File: config.mk
export PLATFORM = sky130hd
export DESIGN_NAME = lpcc_top
export DESIGN_NICKNAME = d
export VERILOG_FILES = /design/src/logic/lpcc_pkg.sv /design/src/logic/lpcc_sync.sv /design/src/logic/lpcc_pump_ctrl.sv /design/src/logic/lpcc_top.sv
export VERILOG_INCLUDE_DIRS = /design/src /design/src/logic
export SDC_FILE = /design/constraint.sdc
export NUM_CORES = 1
export LEC_CHECK = 0
export ABC_AREA = 1
export BUFFER_PORTS_ARGS = -buffer_cell sky130_fd_sc_hd__buf_2
export CORE_UTILIZATION = 42
export DETAILED_ROUTE_END_ITERATION = 8
export PLACE_DENSITY = 0.75
export SLEW_MARGIN = 20
export SYNTH_ARGS = -nofsm -noshare
export SYNTH_HDL_FRONTEND = slang
export SYNTH_SLANG_ARGS = --single-unit
File: constraint.sdc
create_clock -name sys_clk -period 1.64 [get_ports sys_clk]
set_input_delay 0.328 -clock sys_clk [delete_from_list [all_inputs] [get_ports sys_clk]]
set_output_delay 0.328 -clock sys_clk [all_outputs]
set_load 0.05 [all_outputs]
File: src/logic/lpcc_regs.svh
// Summary of operation
// Four 8-bit software registers: three pair current codes, one on/off.
// Addresses 0-2 set pair A, B, C current; bits 5:0 code, 7:6 ignored.
// Address 3 bits 0-5 gate A1,A2,B1,B2,C1,C2; one is on.
// Every register can be written and read back over the serial line.
// Enable rising leaves registers cleared so all channels start at zero.
// Enable held low keeps the device in zero-current shutdown.
// Shutdown puts all six sink outputs in high impedance.
// Supply-low lockout forces all six channels off, whatever the registers.
// Pump starts in 1x and stays there while regulation holds.
// Regulation shortfall lasting 400 us moves the pump to 1.5x.
// Mode search restarts at power-up, enable rise, on/off write.
// Master turns off unconnected channels through the on/off register.
// Only target address 1100110 is answered.
// Read: start, address+W, register, restart, address+R, byte, NACK, stop.
// Code n gives (n+1) half-milliamp steps, 0.5 mA to 32.0 mA.
// Pump controller takes shortfall input, drives one mode select output.
`ifndef LPCC_REGS_SVH
`define LPCC_REGS_SVH

`define LPCC_TARGET_ADDR 7'h66
`define LPCC_REG_PAIR_A 2'h0
`define LPCC_REG_PAIR_B 2'h1
`define LPCC_REG_PAIR_C 2'h2
`define LPCC_REG_ON_OFF 2'h3
`define LPCC_CODE_W 6
`define LPCC_CODE_RESET 6'h00
`define LPCC_ON_OFF_RESET 6'h00
`define LPCC_BYTE_BITS 4'h8

`define LPCC_CLK_MHZ 25
`define LPCC_SWITCH_DELAY_US 400
`define LPCC_SWITCH_DELAY_CYCLES (`LPCC_SWITCH_DELAY_US * `LPCC_CLK_MHZ)
`define LPCC_DLY_W 16

`define LPCC_IN_W 5
`define LPCC_IN_SCL 0
`define LPCC_IN_SDA 1
`define LPCC_IN_EN 2
`define LPCC_IN_LOCK 3
`define LPCC_IN_SHORT 4
`define LPCC_IN_INIT 5'h03

`endif

File: src/logic/lpcc_pkg.sv
package lpcc_pkg;

  typedef enum logic [8:0] {
    SER_IDLE = 9'h001,
    SER_ADDR = 9'h002,
    SER_ADDR_ACK = 9'h004,
    SER_REG = 9'h008,
    SER_REG_ACK = 9'h010,
    SER_WDATA = 9'h020,
    SER_WDATA_ACK = 9'h040,
    SER_RDATA = 9'h080,
    SER_RDATA_ACK = 9'h100
  } lpcc_ser_state_t;

  typedef enum logic [3:0] {
    PUMP_OFF = 4'h1,
    PUMP_WATCH_1X = 4'h2,
    PUMP_WAIT_1X = 4'h4,
    PUMP_1P5X = 4'h8
  } lpcc_pump_state_t;

  typedef struct packed {
    logic hiz;
    logic on;
    logic [5:0] code;
  } lpcc_sink_t;

endpackage : lpcc_pkg

File: src/logic/lpcc_sync.sv
`timescale 1ns/1ps
`include "lpcc_regs.svh"

module lpcc_sync (
  // Clock and reset
  input wire logic sys_clk,
  input wire logic rstn,
  // Raw and filtered levels
  input wire logic [`LPCC_IN_W-1:0] raw_in,
  output logic [`LPCC_IN_W-1:0] clean_out
);

  logic [`LPCC_IN_W-1:0] stage1;
  logic [`LPCC_IN_W-1:0] stage2;
  logic [`LPCC_IN_W-1:0] stage3;
  localparam logic [`LPCC_IN_W-1:0] INIT_LEVELS = `LPCC_IN_INIT;

  always_ff @(posedge sys_clk) begin
    if (!rstn) begin
      stage1 <= `LPCC_IN_INIT;
      stage2 <= `LPCC_IN_INIT;
      stage3 <= `LPCC_IN_INIT;
    end else begin
      stage1 <= raw_in;
      stage2 <= stage1;
      stage3 <= stage2;
    end
  end

  // A change is taken only once the second and third stages agree
  genvar g;
  generate
    for (g = 0; g < `LPCC_IN_W; g++) begin : g_filt
      always_ff @(posedge sys_clk) begin
        if (!rstn) begin
          clean_out[g] <= INIT_LEVELS[g];
        end else if (stage2[g] == stage3[g]) begin
          clean_out[g] <= stage3[g];
        end
      end
    end
  endgenerate

endmodule : lpcc_sync

File: src/logic/lpcc_pump_ctrl.sv
`timescale 1ns/1ps
`include "lpcc_regs.svh"

module lpcc_pump_ctrl #(
  parameter logic [`LPCC_DLY_W-1:0] DELAY_CYCLES =
    `LPCC_DLY_W'(`LPCC_SWITCH_DELAY_CYCLES)
) (
  // Clock and reset
  input wire logic sys_clk,
  input wire logic rstn,
  // Control
  input wire logic active,
  input wire logic restart,
  input wire logic shortfall,
  // Mode select
  output logic pump_mode_1p5x
);

  lpcc_pkg::lpcc_pump_state_t state;
  logic [`LPCC_DLY_W-1:0] wait_cnt;
  logic expired;

  assign expired = (wait_cnt == DELAY_CYCLES - `LPCC_DLY_W'(1));

  always_ff @(posedge sys_clk) begin
    if (!rstn) begin
      state <= lpcc_pkg::PUMP_OFF;
    end else begin
      case (state)
        lpcc_pkg::PUMP_OFF: begin
          if (active) begin
            state <= lpcc_pkg::PUMP_WATCH_1X; // see
          end
        end
        lpcc_pkg::PUMP_WATCH_1X: begin
          if (!active) begin
            state <= lpcc_pkg::PUMP_OFF;
          end else if (!restart && shortfall) begin
            state <= lpcc_pkg::PUMP_WAIT_1X;
          end
        end
        lpcc_pkg::PUMP_WAIT_1X: begin
          if (!active) begin
            state <= lpcc_pkg::PUMP_OFF;
          end else if (restart || !shortfall) begin
            state <= lpcc_pkg::PUMP_WATCH_1X;
          end else if (expired) begin
            state <= lpcc_pkg::PUMP_1P5X;
          end
        end
        lpcc_pkg::PUMP_1P5X: begin
          if (!active) begin
            state <= lpcc_pkg::PUMP_OFF;
          end else if (restart) begin
            state <= lpcc_pkg::PUMP_WATCH_1X;
          end
        end
        default: begin
          state <= lpcc_pkg::PUMP_OFF;
        end
      endcase
    end
  end

  // Delay counter runs only while waiting out a shortfall
  always_ff @(posedge sys_clk) begin
    if (!rstn || state != lpcc_pkg::PUMP_WAIT_1X || restart) begin
      wait_cnt <= '0;
    end else if (!expired) begin
      wait_cnt <= wait_cnt + `LPCC_DLY_W'(1);
    end
  end

  assign pump_mode_1p5x = (state == lpcc_pkg::PUMP_1P5X);

endmodule : lpcc_pump_ctrl

File: src/logic/lpcc_top.sv
`timescale 1ns/1ps
`include "lpcc_regs.svh"

module lpcc_top #(
  parameter logic [`LPCC_DLY_W-1:0] PUMP_DELAY_CYCLES =
    `LPCC_DLY_W'(`LPCC_SWITCH_DELAY_CYCLES)
) (
  // Clock and reset
  input wire logic sys_clk,
  input wire logic rstn,
  // Serial bus pins
  input wire logic scl_in,
  input wire logic sda_in,
  output logic sda_out,
  output logic sda_oe,
  // Enable and analog status
  input wire logic enable_pin,
  input wire logic supply_low_lockout,
  input wire logic regulation_shortfall,
  // Channel sinks and pump
  output lpcc_pkg::lpcc_sink_t channel_sink_outputs [6],
  output logic pump_mode_1p5x
);

  logic [`LPCC_IN_W-1:0] raw_in;
  logic [`LPCC_IN_W-1:0] clean;
  logic scl;
  logic sda;
  logic enabled;
  logic lockout;
  logic shortfall;

  logic scl_q;
  logic sda_q;
  logic enabled_q;
  logic start_cond;
  logic stop_cond;
  logic scl_rise;
  logic scl_fall;

  lpcc_pkg::lpcc_ser_state_t ser_state;
  logic [3:0] bit_cnt;
  logic [7:0] shift_in;
  logic [7:0] tx_byte;
  logic [7:0] rd_byte;
  logic [1:0] reg_ptr;
  logic read_dir;
  logic master_nack;
  logic sda_drive;
  logic wr_pulse;
  logic onoff_write;
  logic byte_done;

  logic [5:0] pair_a_current_code;
  logic [5:0] pair_b_current_code;
  logic [5:0] pair_c_current_code;
  logic [5:0] channel_on_off;

  function automatic logic [7:0] read_value(input logic [1:0] ptr,
                                            input logic [5:0] a,
                                            input logic [5:0] b,
                                            input logic [5:0] c,
                                            input logic [5:0] en);
    logic [5:0] v;
    if (ptr == `LPCC_REG_PAIR_A) begin
      v = a;
    end else if (ptr == `LPCC_REG_PAIR_B) begin
      v = b;
    end else if (ptr == `LPCC_REG_PAIR_C) begin
      v = c;
    end else begin
      v = en;
    end
    return {2'h0, v};
  endfunction : read_value

  function automatic logic [5:0] pair_code(input logic [1:0] pair,
                                           input logic [5:0] a,
                                           input logic [5:0] b,
                                           input logic [5:0] c);
    logic [5:0] v;
    if (pair == `LPCC_REG_PAIR_A) begin
      v = a;
    end else if (pair == `LPCC_REG_PAIR_B) begin
      v = b;
    end else begin
      v = c;
    end
    return v;
  endfunction : pair_code

  // Pin inputs through the three-stage filter
  assign raw_in[`LPCC_IN_SCL] = scl_in;
  assign raw_in[`LPCC_IN_SDA] = sda_in;
  assign raw_in[`LPCC_IN_EN] = enable_pin;
  assign raw_in[`LPCC_IN_LOCK] = supply_low_lockout;
  assign raw_in[`LPCC_IN_SHORT] = regulation_shortfall;

  lpcc_sync u_sync (
    .sys_clk(sys_clk),
    .rstn(rstn),
    .raw_in(raw_in),
    .clean_out(clean)
  );

  assign scl = clean[`LPCC_IN_SCL];
  assign sda = clean[`LPCC_IN_SDA];
  assign enabled = clean[`LPCC_IN_EN];
  assign lockout = clean[`LPCC_IN_LOCK];
  assign shortfall = clean[`LPCC_IN_SHORT];

  // Edge history
  always_ff @(posedge sys_clk) begin
    if (!rstn) begin
      scl_q <= 1'h1;
      sda_q <= 1'h1;
      enabled_q <= 1'h0;
    end else begin
      scl_q <= scl;
      sda_q <= sda;
      enabled_q <= enabled;
    end
  end

  assign start_cond = scl && scl_q && sda_q && !sda;
  assign stop_cond = scl && scl_q && !sda_q && sda;
  assign scl_rise = scl && !scl_q;
  assign scl_fall = !scl && scl_q;
  assign byte_done = (bit_cnt == `LPCC_BYTE_BITS);
  assign rd_byte = read_value(reg_ptr, pair_a_current_code,
                              pair_b_current_code, pair_c_current_code,
                              channel_on_off);
  assign wr_pulse = scl_fall && byte_done &&
                    (ser_state == lpcc_pkg::SER_WDATA);
  assign onoff_write = wr_pulse && (reg_ptr == `LPCC_REG_ON_OFF);

  // Bit counter and receive shifter
  always_ff @(posedge sys_clk) begin
    if (!rstn || !enabled || start_cond || stop_cond) begin
      bit_cnt <= 4'h0;
      shift_in <= 8'h00;
    end else if (scl_rise && bit_cnt < `LPCC_BYTE_BITS) begin
      bit_cnt <= bit_cnt + 4'h1;
      shift_in <= {shift_in[6:0], sda};
    end else if (scl_rise && byte_done) begin
      // Count the acknowledge bit without shifting it in
      bit_cnt <= bit_cnt + 4'h1;
    end else if (scl_fall && bit_cnt > `LPCC_BYTE_BITS) begin
      bit_cnt <= 4'h0;
    end
  end

  // Serial target engine; SDA is only ever pulled low
  always_ff @(posedge sys_clk) begin
    if (!rstn || !enabled) begin
      ser_state <= lpcc_pkg::SER_IDLE;
      sda_drive <= 1'h0;
      read_dir <= 1'h0;
      master_nack <= 1'h0;
      tx_byte <= 8'h00;
    end else if (stop_cond) begin
      ser_state <= lpcc_pkg::SER_IDLE;
      sda_drive <= 1'h0;
    end else if (start_cond) begin
      ser_state <= lpcc_pkg::SER_ADDR;
      sda_drive <= 1'h0;
    end else begin
      case (ser_state)
        lpcc_pkg::SER_ADDR: begin
          if (scl_fall && byte_done) begin
            if (shift_in[7:1] == `LPCC_TARGET_ADDR) begin
              ser_state <= lpcc_pkg::SER_ADDR_ACK;
              sda_drive <= 1'h1;
              read_dir <= shift_in[0];
            end else begin
              ser_state <= lpcc_pkg::SER_IDLE;
            end
          end
        end
        lpcc_pkg::SER_ADDR_ACK: begin
          if (scl_fall) begin
            if (read_dir) begin
              ser_state <= lpcc_pkg::SER_RDATA;
              tx_byte <= rd_byte;
              sda_drive <= !rd_byte[7];
            end else begin
              ser_state <= lpcc_pkg::SER_REG;
              sda_drive <= 1'h0;
            end
          end
        end
        lpcc_pkg::SER_REG: begin
          if (scl_fall && byte_done) begin
            if (shift_in[7:2] == 6'h00) begin
              ser_state <= lpcc_pkg::SER_REG_ACK;
              sda_drive <= 1'h1;
            end else begin
              ser_state <= lpcc_pkg::SER_IDLE;
            end
          end
        end
        lpcc_pkg::SER_REG_ACK, lpcc_pkg::SER_WDATA_ACK: begin
          if (scl_fall) begin
            ser_state <= lpcc_pkg::SER_WDATA;
            sda_drive <= 1'h0;
          end
        end
        lpcc_pkg::SER_WDATA: begin
          if (scl_fall && byte_done) begin
            ser_state <= lpcc_pkg::SER_WDATA_ACK;
            sda_drive <= 1'h1;
          end
        end
        lpcc_pkg::SER_RDATA: begin
          if (scl_fall) begin
            if (byte_done) begin
              ser_state <= lpcc_pkg::SER_RDATA_ACK;
              sda_drive <= 1'h0;
            end else begin
              tx_byte <= {tx_byte[6:0], 1'h0};
              sda_drive <= !tx_byte[6];
            end
          end
        end
        lpcc_pkg::SER_RDATA_ACK: begin
          if (scl_rise) begin
            master_nack <= sda;
          end else if (scl_fall) begin
            if (master_nack) begin
              ser_state <= lpcc_pkg::SER_IDLE;
            end else begin
              ser_state <= lpcc_pkg::SER_RDATA;
              tx_byte <= rd_byte;
              sda_drive <= !rd_byte[7];
            end
          end
        end
        default: begin
          sda_drive <= 1'h0;
        end
      endcase
    end
  end

  // Register pointer
  always_ff @(posedge sys_clk) begin
    if (!rstn) begin
      reg_ptr <= `LPCC_REG_PAIR_A;
    end else if (ser_state == lpcc_pkg::SER_REG && scl_fall && byte_done) begin
      reg_ptr <= shift_in[1:0];
    end
  end

  // Register file; cleared throughout shutdown so enable rise starts at zero
  always_ff @(posedge sys_clk) begin
    if (!rstn || !enabled) begin
      pair_a_current_code <= `LPCC_CODE_RESET; // see
      pair_b_current_code <= `LPCC_CODE_RESET;
      pair_c_current_code <= `LPCC_CODE_RESET;
      channel_on_off <= `LPCC_ON_OFF_RESET;
    end else if (wr_pulse) begin
      if (reg_ptr == `LPCC_REG_PAIR_A) begin
        pair_a_current_code <= shift_in[5:0];
      end else if (reg_ptr == `LPCC_REG_PAIR_B) begin
        pair_b_current_code <= shift_in[5:0];
      end else if (reg_ptr == `LPCC_REG_PAIR_C) begin
        pair_c_current_code <= shift_in[5:0];
      end else begin
        channel_on_off <= shift_in[5:0]; // see
      end
    end
  end

  // Channel sinks
  genvar ch;
  generate
    for (ch = 0; ch < 6; ch++) begin : g_sink
      always_ff @(posedge sys_clk) begin
        if (!rstn) begin
          channel_sink_outputs[ch] <= '{hiz: 1'h1, on: 1'h0, code: 6'h00};
        end else begin
          channel_sink_outputs[ch].hiz <= !enabled;
          channel_sink_outputs[ch].on <= enabled && !lockout &&
                                         channel_on_off[ch];
          channel_sink_outputs[ch].code <=
            pair_code(2'(ch / 2), pair_a_current_code,
                      pair_b_current_code, pair_c_current_code);
        end
      end
    end
  endgenerate

  lpcc_pump_ctrl #(
    .DELAY_CYCLES(PUMP_DELAY_CYCLES)
  ) u_pump (
    .sys_clk(sys_clk),
    .rstn(rstn),
    .active(enabled),
    .restart(onoff_write || (enabled && !enabled_q)),
    .shortfall(shortfall),
    .pump_mode_1p5x(pump_mode_1p5x)
  );

  assign sda_out = 1'h0;
  assign sda_oe = sda_drive;

endmodule : lpcc_top

==> results of run 1 <==
power by group:
group / switching, uW / internal (uW) / total (uW)
Sequential: 29.9 / 3080 / 3110
Combinational: 185 / 104 / 288
Clock: 1300 / 2350 / 3650
Total: 1510 / 5540 / 7050
registers in the layout, summed over array words and instances (netlist names), 6 cells and up:
| signal | flops |
|---|---|
| channel_sink_outputs | 25 |
| pair_a_current_code | 6 |
| shift_in | 8 |
| pair_b_current_code | 6 |
| tx_byte | 7 |
| pair_c_current_code | 6 |
| channel_on_off | 6 |
| u_pump.wait_cnt | 16 |
| ser_state | 9 |
kinds of logic after synthesis:
group                      after synthesis
adders and majority gates                7
and+or+nand+nor                        307
xor gates and xnor gates                 3
AOI/OAI and AO/OA                      133
buffers and inverters                  162
other                                    1
DFF                                    125
final cells by class:
class	instances	share of cell area
Clock inverter	9	0.0153
Tap cell	172	0.0296
Sequential cell	125	0.347
Timing Repair Buffer	126	0.123
Inverter	120	0.0629
Clock buffer	22	0.0652
Multi-Input combinational cell	452	0.356
repair_timing:
item,4_1_cts,5_1_grt
buffers inserted,0,25
pin swaps,1,26
cloned,0,2
gates resized for setup,7,111
setup endpoints to repair,7,48
metal layers:
metal | up-vias | share of wire | wire, um | track usage
met5 | - | 0 | 0 | 0
met4 | 0 | 0.021 | 261 | 0.0658
met3 | 28 | 0.054 | 657 | 0.0514
met2 | 138 | 0.49 | 5960 | 0.282
met1 | 2225 | 0.44 | 5340 | 0.231
li1 | 2518 | - | - | -
critical path, stage by stage, from the launching register on:
cell and delay [ns]:
dfxtp_4 0.35, nor2_4 0.15, nand3_4 0.11, nor2_4 0.19, nand2_2 0.11, nor2_4 0.15
inv_2 0.05, nor2_4 0.09, buf_12 0.12, buf_8 0.12, buf_6 0.09, a21oi_2 0.04
how the worst min path moves through the flow:
stage                     start                to  slack [ns]  cells past startpoint
2_1_floorplan  u_sync.stage1[2]  u_sync.stage2[2]        0.39                      2
3_3_place_gp   u_sync.stage1[0]  u_sync.stage2[0]        0.39                      1
3_5_place_dp   u_sync.stage1[1]  u_sync.stage2[1]        0.40                      1
4_1_cts                  scl_in  u_sync.stage1[0]        0.09                      2
5_1_grt                  scl_in  u_sync.stage1[0]        0.09                      2
6_report                 scl_in  u_sync.stage1[0]        0.10                      2
through the flow:
step	cells	instance area [um^2]	hold slack, ns	TNS, ns	util
finish	1026	7280	0.101	-0.456	0.572
global route	1026	7280	0.0910	-4.63	0.572
CTS	999	6700	0.0860	-0.0317	0.527
detailed placement	968	6090	0.398	-0.139	0.479
global placement	968	6090	0.393	-0.0668	0.479
floorplan	738	5510	0.390	0	-
layout by cell type, fill, tap and decap left out, drive strengths merged:
cell type / count
ha: 7
nor3b: 3
a211oi: 3
buf: 125
nor4: 1
nand3: 37
a311oi: 2
inv: 121
o21bai: 3
bufinv: 2
o21a: 1
o211ai: 7
xnor2: 2
and3: 2
xor2: 1
conb: 1
nand4: 5
dfxtp: 125
a31oi: 6
o21ai: 55
clkinvlp: 2
nand2: 140
clkbuf: 23
nor2: 98
clkinv: 4
or2: 9
nor3: 13
a21oi: 56
==> reports/metrics.cfg, run 1 <==
[logic_synthesis]
synth_edf_count=0
synth_fp_nets=752
synth_top_family_by_area=simple AND/OR/NAND/NOR gates
synthAdderAreaFrac=0.0159
async_flop_share=0
seq_area_frac_synth=0.454
synth_flop_cell=dfxtp_1
synth_area_mm2=0.00551
syn_inst=738
synth.area.top_cells=dfxtp_1 45%, nand2_1 9.3%, inv_1 7.5%
synth_top_cells_by_count=136 x nand2_1, 125 x dfxtp_1, 110 x inv_1
yosysTopAreaCellShare=0.454
synth-simple-area-share=0.258
avgSynthCellArea_um2=7.46
yosysMostFrequentCell=nand2_1
synthXorXnorAreaFrac=0.00477
ys_seq_elements=125
yosysWarningCount=0
synthMuxAreaShare=0
ys_types=40
synth_top_area_cell=dfxtp_1
synth-compound-area-share=0.134

[power_and_ir_drop]
total_power_uw=7050
power_density_mw_per_mm2=969
p_leak_uw=0.00328
irDropWorstVdd_v=0.000625

[timing]
hold_viol_final=0
finalClockSkew_ns=0.00910
rsz0062_at_grt=true
setup_viol=22
fmax_ghz=0.587
drv_slew=0
setup_ws_ns=-0.0640
period_needed_ns=1.70
finalCritPeriodShare=1.04

[detailed_routing]
drcViolationCount=0
firstDrtPassIters=5
ant_nets=0
routed_wl_mm=12.2
routed-via-count=4909
drt-wirelength-per-cell_um=11.9
via_per_inst=4.78
first_iter_violations=339

[setup_path]
worst-r2r-cell-count=11
crit_fanout=7
worstPathRequired_ns=1.94
critical_path.endpoint=channel_on_off[2]
rrSetupSlack_ns=-0.06
endpoint_kind=register
worstReg2RegEnd=channel_on_off[2]
r2r-start=ser_state[0]
startpoint_type=register
critical_path_class=register to register
crit_path_start=ser_state[0]
arrival_ns=2.01

[placement]
place_hpwl_mm=7.93
portBuffers=56
place.gp.congestion=0.931
place_ws_ns=-0.107

[global_routing]
grt_pass1_vias=4112
grt_pass1_wl_mm=18.9
track_usage=0.179
grt_antenna_before_repair=0
grt_max_degree=31
grt-ovfl-total=0

[clocking]
cts_root_buf=clkbuf_16
cts_made_buffers=17
cts_hold_buf=0
clk_pin_slew_ns=0.06
cts_tree=yes
cts_max_level=4
cts_buffer_depth=2
clock_latency_ns=0.41
cts_sinks=125

[status]
outcome=finished, violations left
violations=setup timing

[die]
coreArea_mm2=0.0127
dieArea_mm2=0.0136
start_util=0.433
die_w_um=117
rows=41
io_pins=58
die_h_um=117

[worst_hold_path]
min_path_type=input port to register

[finish]
regArea_mm2=0.00253
multi_input_area_mm2=0.00259
finalNetCount=856
area_delta_synth_final_pct=32.2
drive_gt1_frac=0.328
diodes=0
n_fill_cell=1113

[job]
drv_cap=0

Power figures use the tool's default switching activity.
==> run 2: changes to the inputs <==
PLACE_DENSITY = unset   (was 0.75)
PLACE_DENSITY_LB_ADDON = 0.15   (was unset)
==> run 2 against run 1 <==
  * The flow still finishes with violations (setup timing)
  * Sequential power about the same
  * Clock power increased by 15%
  * Via count decreased by 0.22%
  * Clock skew decreased by 0.0042 ns
  * Critical path type unchanged
  * Critical endpoint is now u_pump.wait_cnt[14]
==> reports/metrics.cfg, run 2 (synthesis results as in run 1) <==
[setup_path]
startpoint_type=register
r2r-start=u_pump.wait_cnt[0]
endpoint_kind=register
worstPathRequired_ns=1.99  ; +0.05 ns
crit_path_start=u_pump.wait_cnt[0]
crit_fanout=4  ; -3
critical_path_class=register to register
arrival_ns=2.01  ; about the same

[global_routing]
grt-ovfl-total=0  ; unchanged
grt_max_degree=31  ; unchanged
track_usage=0.186  ; +0.00726
grt_antenna_before_repair=0  ; unchanged
grt_pass1_wl_mm=19.3  ; +2.3%
grt_pass1_vias=4264  ; +3.7%

[clocking]
cts_hold_buf=0  ; unchanged
clk_pin_slew_ns=0.06  ; about the same
cts_sinks=125  ; unchanged
cts_buffer_depth=2  ; unchanged
cts_tree=yes
clock_latency_ns=0.42  ; about the same
cts_made_buffers=17  ; unchanged
cts_max_level=4  ; unchanged
cts_root_buf=clkbuf_16

[timing]
finalSetupTns_ns=-0.0841  ; +0.372 ns
finalClockSkew_ns=0.00488  ; -0.00421 ns
setup_ws_ns=-0.0197  ; +0.0443 ns
period_needed_ns=1.66  ; -0.0443 ns
setup_viol=8  ; -64%
hold_viol_final=0  ; unchanged
rsz0062_at_grt=true
drv_slew=0  ; unchanged
fmax_ghz=0.603  ; +2.7%
finalCritPeriodShare=1.01  ; -0.0270

[placement]
placedInstanceArea_mm2=0.00611  ; +0.33%
place.gp.congestion=0.879  ; -5.6%
place_ws_ns=-0.0888  ; +0.0177 ns
portBuffers=56  ; unchanged
place_hpwl_mm=8.66  ; +9.2%

[finish]
layout_commonest_cell=nand2_1
largest_reg_flops=25  ; unchanged
diodes=0  ; unchanged
area_delta_synth_final_pct=34.4
fin_area_mm2=0.00740  ; +1.7%
regMostFlops=channel_sink_outputs
drive_gt1_frac=0.342  ; +0.0144
fin_util=0.582  ; +0.00974
final_cell_mix=123 x nand2_1, 112 x dfxtp_1, 104 x inv_1, 72 x nor2_1, 59 x buf_4
finalNetCount=857  ; +0.12%
top_regs=channel_sink_outputs: 25 flops, u_pump.wait_cnt: 16 flops, ser_state: 9 flops

[die]
die_h_um=117  ; unchanged
rows=41  ; unchanged
die_w_um=117  ; unchanged
dieArea_mm2=0.0136  ; unchanged
coreArea_mm2=0.0127  ; unchanged
io_pins=58  ; unchanged
start_util=0.433  ; unchanged

[detailed_routing]
first_iter_violations=250  ; -26%
drcViolationCount=0  ; unchanged
via_per_inst=4.76  ; -0.42%
routed-via-count=4898  ; -0.22%
ant_nets=0  ; unchanged
drt-wirelength-per-cell_um=12.3  ; +3.4%
routed_wl_mm=12.7  ; +3.6%
firstDrtPassIters=5  ; unchanged

[worst_hold_path]
min_path_type=input port to register
hold_start=regulation_shortfall

[power_and_ir_drop]
power_density_mw_per_mm2=1030  ; +6.5%
p_leak_uw=0.00333  ; +1.3%
irDropWorstVdd_v=0.000704  ; +13%
total_power_uw=7630  ; +8.3%

[status]
violations=setup timing
outcome=finished, violations left

[job]
drv_cap=0  ; unchanged

## run 2: cell count changes in the layout (fill, tap and decap cells not counted), moves of 3 or more
cell       change
a21oi_2        +3
nand2_2        +4
o21ai_0        -9
dfxtp_1        +3
nor3_1         +4
a21oi_1        -3
o21ai_2        +6
nor3_2         -5
o21ai_1        +3
bufinv_16      +3
nand2_1        -3
## run 2: power by group
group | leakage (uW) | switching [uW] | internal [uW] | total (uW)
Sequential | 0.00102 | 31.8 | 3080 | 3120
Combinational | 0.00199 | 220 | 117 | 337
Clock | 0.000320 | 1400 | 2780 | 4180
Total | 0.00333 | 1650 | 5980 | 7630
## run 2: timing repair
| item | CTS | global route |
|---|---|---|
| gates cloned | 0 | 2 |
| pin swaps | 4 | 23 |
| resized for setup | 16 | 119 |
| setup buffers | 5 | 20 |
| setup endpoints to repair | 11 | 50 |
## run 2: final timing paths
path                            cells after the start                   to  slack, ns
worst min-delay path                                3     u_sync.stage1[4]       0.09
worst min register to register                      1     u_sync.stage2[0]       0.41
worst max-delay path                               10  u_pump.wait_cnt[14]      -0.02
worst max register to register                     10  u_pump.wait_cnt[14]      -0.02
## run 2: stage by stage
stage / hold slack, ns / instances
after global routing: 0.0806 / 1028
final: 0.0918 / 1028
after CTS: 0.0776 / 1006
after floorplan: 0.390 / 738
after detailed placement: 0.399 / 969
after global placement: 0.394 / 969
## run 2: final cells by class
type	instances	area (um^2)
fill	1192	5320
multi-input combinational	453	2660
sequential	125	2520
timing repair buffer	126	892
inverter	120	455
clock buffer	19	453
tap	172	215
clock inverter	13	210
## run 2: per-layer routing
layer | vias to the layer above | GRT usage | wire [um]
met4 | 0 | 0.0838 | 244
met3 | 17 | 0.0503 | 526
met2 | 129 | 0.313 | 6250
li1 | 2518 | - | -
met1 | 2234 | 0.221 | 5640
met5 | - | 0 | 0
## run 2: worst max-delay path, stage by stage (launching register included)
cell     delay, ns
dfxtp_2       0.35
ha_4          0.16
nand2_4       0.05
nor3b_2       0.26
nand2_1       0.11
nor2_1        0.11
inv_1         0.08
nor2_4        0.16
nand3_2       0.10
nand2_1       0.07
nor3b_2       0.14
==> run 3: changes to the inputs <==
PLACE_DENSITY_LB_ADDON = unset   (was 0.15)
clock period = 1.9 ns   (was 1.64 ns; I/O delays follow)
==> run 3 against run 2 <==
  * The flow now finishes without violations
  * Global-route usage fell by 0.70 points
  * Hold slack better by 0.050 ns
  * Flip-flop and latch count unchanged
  * Power down 18%
  * Non-clock buffer count is 59 lower
  * Critical path type unchanged
  * Clock power down 21%
  * Core utilization down 7.3 points
  * Highest routed layer unchanged
  * Cell count shrank 5.9%
  * Fmax fell by 5.6%
  * Wire length is 11% lower
  * Combinational power shrank 37%
  * Critical endpoint is now u_pump.state[2]
==> reports/metrics.cfg, run 3 (synthesis results as in run 1) <==
[status]
outcome=completed

[placement]
placedInstanceArea_mm2=0.00579  ; -5.2%
portBuffers=56  ; unchanged
dp_cells=933  ; -3.7%
place.gp.congestion=0.941  ; +7.1%
place_hpwl_mm=8.20  ; -5.3%

[job]
drv_cap=0  ; unchanged

[finish]
area_delta_synth_final_pct=17.5
fin_util=0.509  ; -0.0732
diodes=0  ; unchanged
finalNetCount=796  ; -7.1%
fin_area_mm2=0.00647  ; -13%
final_cell_mix=135 x nand2_1, 125 x dfxtp_1, 109 x inv_1, 82 x nor2_1, 56 x buf_2
regMostFlops=channel_sink_outputs
largest_reg_flops=25  ; unchanged
layout_commonest_cell=nand2_1
fin_cells=967  ; -5.9%
top_regs=channel_sink_outputs: 25 flops, u_pump.wait_cnt: 16 flops, ser_state: 9 flops
drive_gt1_frac=0.197  ; -0.145

[power_and_ir_drop]
power_switching_share=0.217  ; +0.000639
total_power_uw=6220  ; -18%
power.share.sequential=0.432  ; +0.024
power_density_mw_per_mm2=962  ; -6.8%
pwr-share-clk=0.534  ; -0.014
internal-power_uw=4870  ; -19%
p_leak_uw=0.00291  ; -13%
p_switching_uw=1350  ; -18%
irDropWorstVdd_v=0.000476  ; -32%
combPwrFrac=0.034  ; -0.010

[timing]
fmax_ghz=0.569  ; -5.6%
finalClockSkew_ns=0.00583  ; +0.000941 ns
hold_slack_ns=0.142  ; +0.0500 ns
drv_slew=0  ; unchanged
setup_viol=0  ; -8
hold_viol_final=0  ; unchanged
rsz0062_at_grt=true
period_needed_ns=1.76  ; +0.0983 ns
finalCritPeriodShare=0.925  ; -0.0867

[global_routing]
grt_pass1_wl_mm=18.6  ; -3.5%
grt_pass1_vias=4097  ; -3.9%
grt_max_degree=40  ; +29%
grt-ovfl-total=0  ; unchanged
track_usage=0.179  ; -0.00700
grt_antenna_before_repair=0  ; unchanged

[setup_path]
crit_fanout=5  ; +1
cp_cell_sequence=inv_1, ha_1, nand3_2, nor2_4, nand3_1, nand3_2, nand2_1, clkinv_1, nor2_2, nand2_1, o21ai_1, inv_1
path_buf_inv=3  ; +2
critPathMaxStageDelay_ns=0.35  ; about the same
arrival_ns=2.07  ; +0.06 ns
critical_path_class=register to register
worstPathRequired_ns=2.21  ; +0.22 ns
crit_family=simple AND/OR/NAND/NOR gates
crit_slowest_cell=dfxtp_1
startpoint_type=register
endpoint_kind=register

[detailed_routing]
routed-via-count=4610  ; -5.9%
via_per_inst=4.77  ; about the same
first_iter_violations=291  ; +16%
ant_nets=0  ; unchanged
drt-wirelength-per-cell_um=11.7  ; -5.1%
drcViolationCount=0  ; unchanged
firstDrtPassIters=4  ; -1
routed_wl_mm=11.3  ; -11%

[clocking]
clk_pin_slew_ns=0.06  ; about the same
cts_tree=yes
cts_sinks=125  ; unchanged
cts_made_buffers=17  ; unchanged
cts_root_buf=clkbuf_16
clock_latency_ns=0.42  ; about the same
cts_max_level=4  ; unchanged
cts_hold_buf=0  ; unchanged
cts_buffer_depth=2  ; unchanged

[die]
io_pins=58  ; unchanged
dieArea_mm2=0.0136  ; unchanged
coreArea_mm2=0.0127  ; unchanged
rows=41  ; unchanged
die_w_um=117  ; unchanged
die_h_um=117  ; unchanged
start_util=0.433  ; unchanged

[worst_hold_path]
min_path_type=input port to register

-- run 3: changes by cell type in the layout (fill, tap and decap cells not counted), sizes merged --
cell and change:
buf -59, nand3 -1, inv -1, nand2 -1, bufinv -2, clkinvlp +3
-- run 3: worst min-delay path: cells and delay by family --
kind	cells	cell delay, ns
and+or+nand+nor	1	0.04
buffers and inverters	2	0.11
-- run 3: power by group through the flow --
stage          logic [uW]  registers [uW]  clock network (uW)
2_1_floorplan         175            2740                   0
3_3_place_gp          210            2740                   0
3_5_place_dp          212            2740                   0
4_1_cts               212            2690                3390
5_1_grt               246            2690                3500
6_report              212            2690                3320
-- run 3: path summary, 6_finish.rpt --
path | from | to | slack (ns) | depth (start not counted)
worst max-delay path | bit_cnt[0] | u_pump.state[2] | 0.14 | 12
worst min register to register | u_sync.stage1[0] | u_sync.stage2[0] | 0.41 | 1
worst min-delay path | regulation_shortfall | u_sync.stage1[4] | 0.14 | 3
worst max register to register | bit_cnt[0] | u_pump.state[2] | 0.14 | 12
-- run 3: timing repair --
| action | in CTS | in global routing |
|---|---|---|
| setup endpoints to repair | 0 | 15 |
| buffers inserted | 0 | 2 |
| gates resized for setup | 0 | 7 |
-- run 3: final cells by class --
type                       instances  area, um^2
inverter                         120         450
clock inverter                    13         164
timing repair buffer              67         375
fill                            1227        6250
clock buffer                      19         453
multi-input combinational        451        2310
sequential                       125        2500
tap                              172         215
-- run 3: metal layers --
layer	part of all wire	GRT usage	vias to the layer above
met3	0.041	0.0488	24
met2	0.49	0.302	96
met1	0.45	0.209	2099
li1	-	-	2391
met5	0	0	-
met4	0.022	0.0906	0
-- run 3: through the flow --
stage / TNS [ns] / worst slack (ns)
floorplan: 0 / 0.326
global placement: 0 / 0.0701
detailed placement: 0 / 0.0429
CTS: 0 / 0.0317
global route: -0.103 / -0.0856
finish: 0 / 0.142
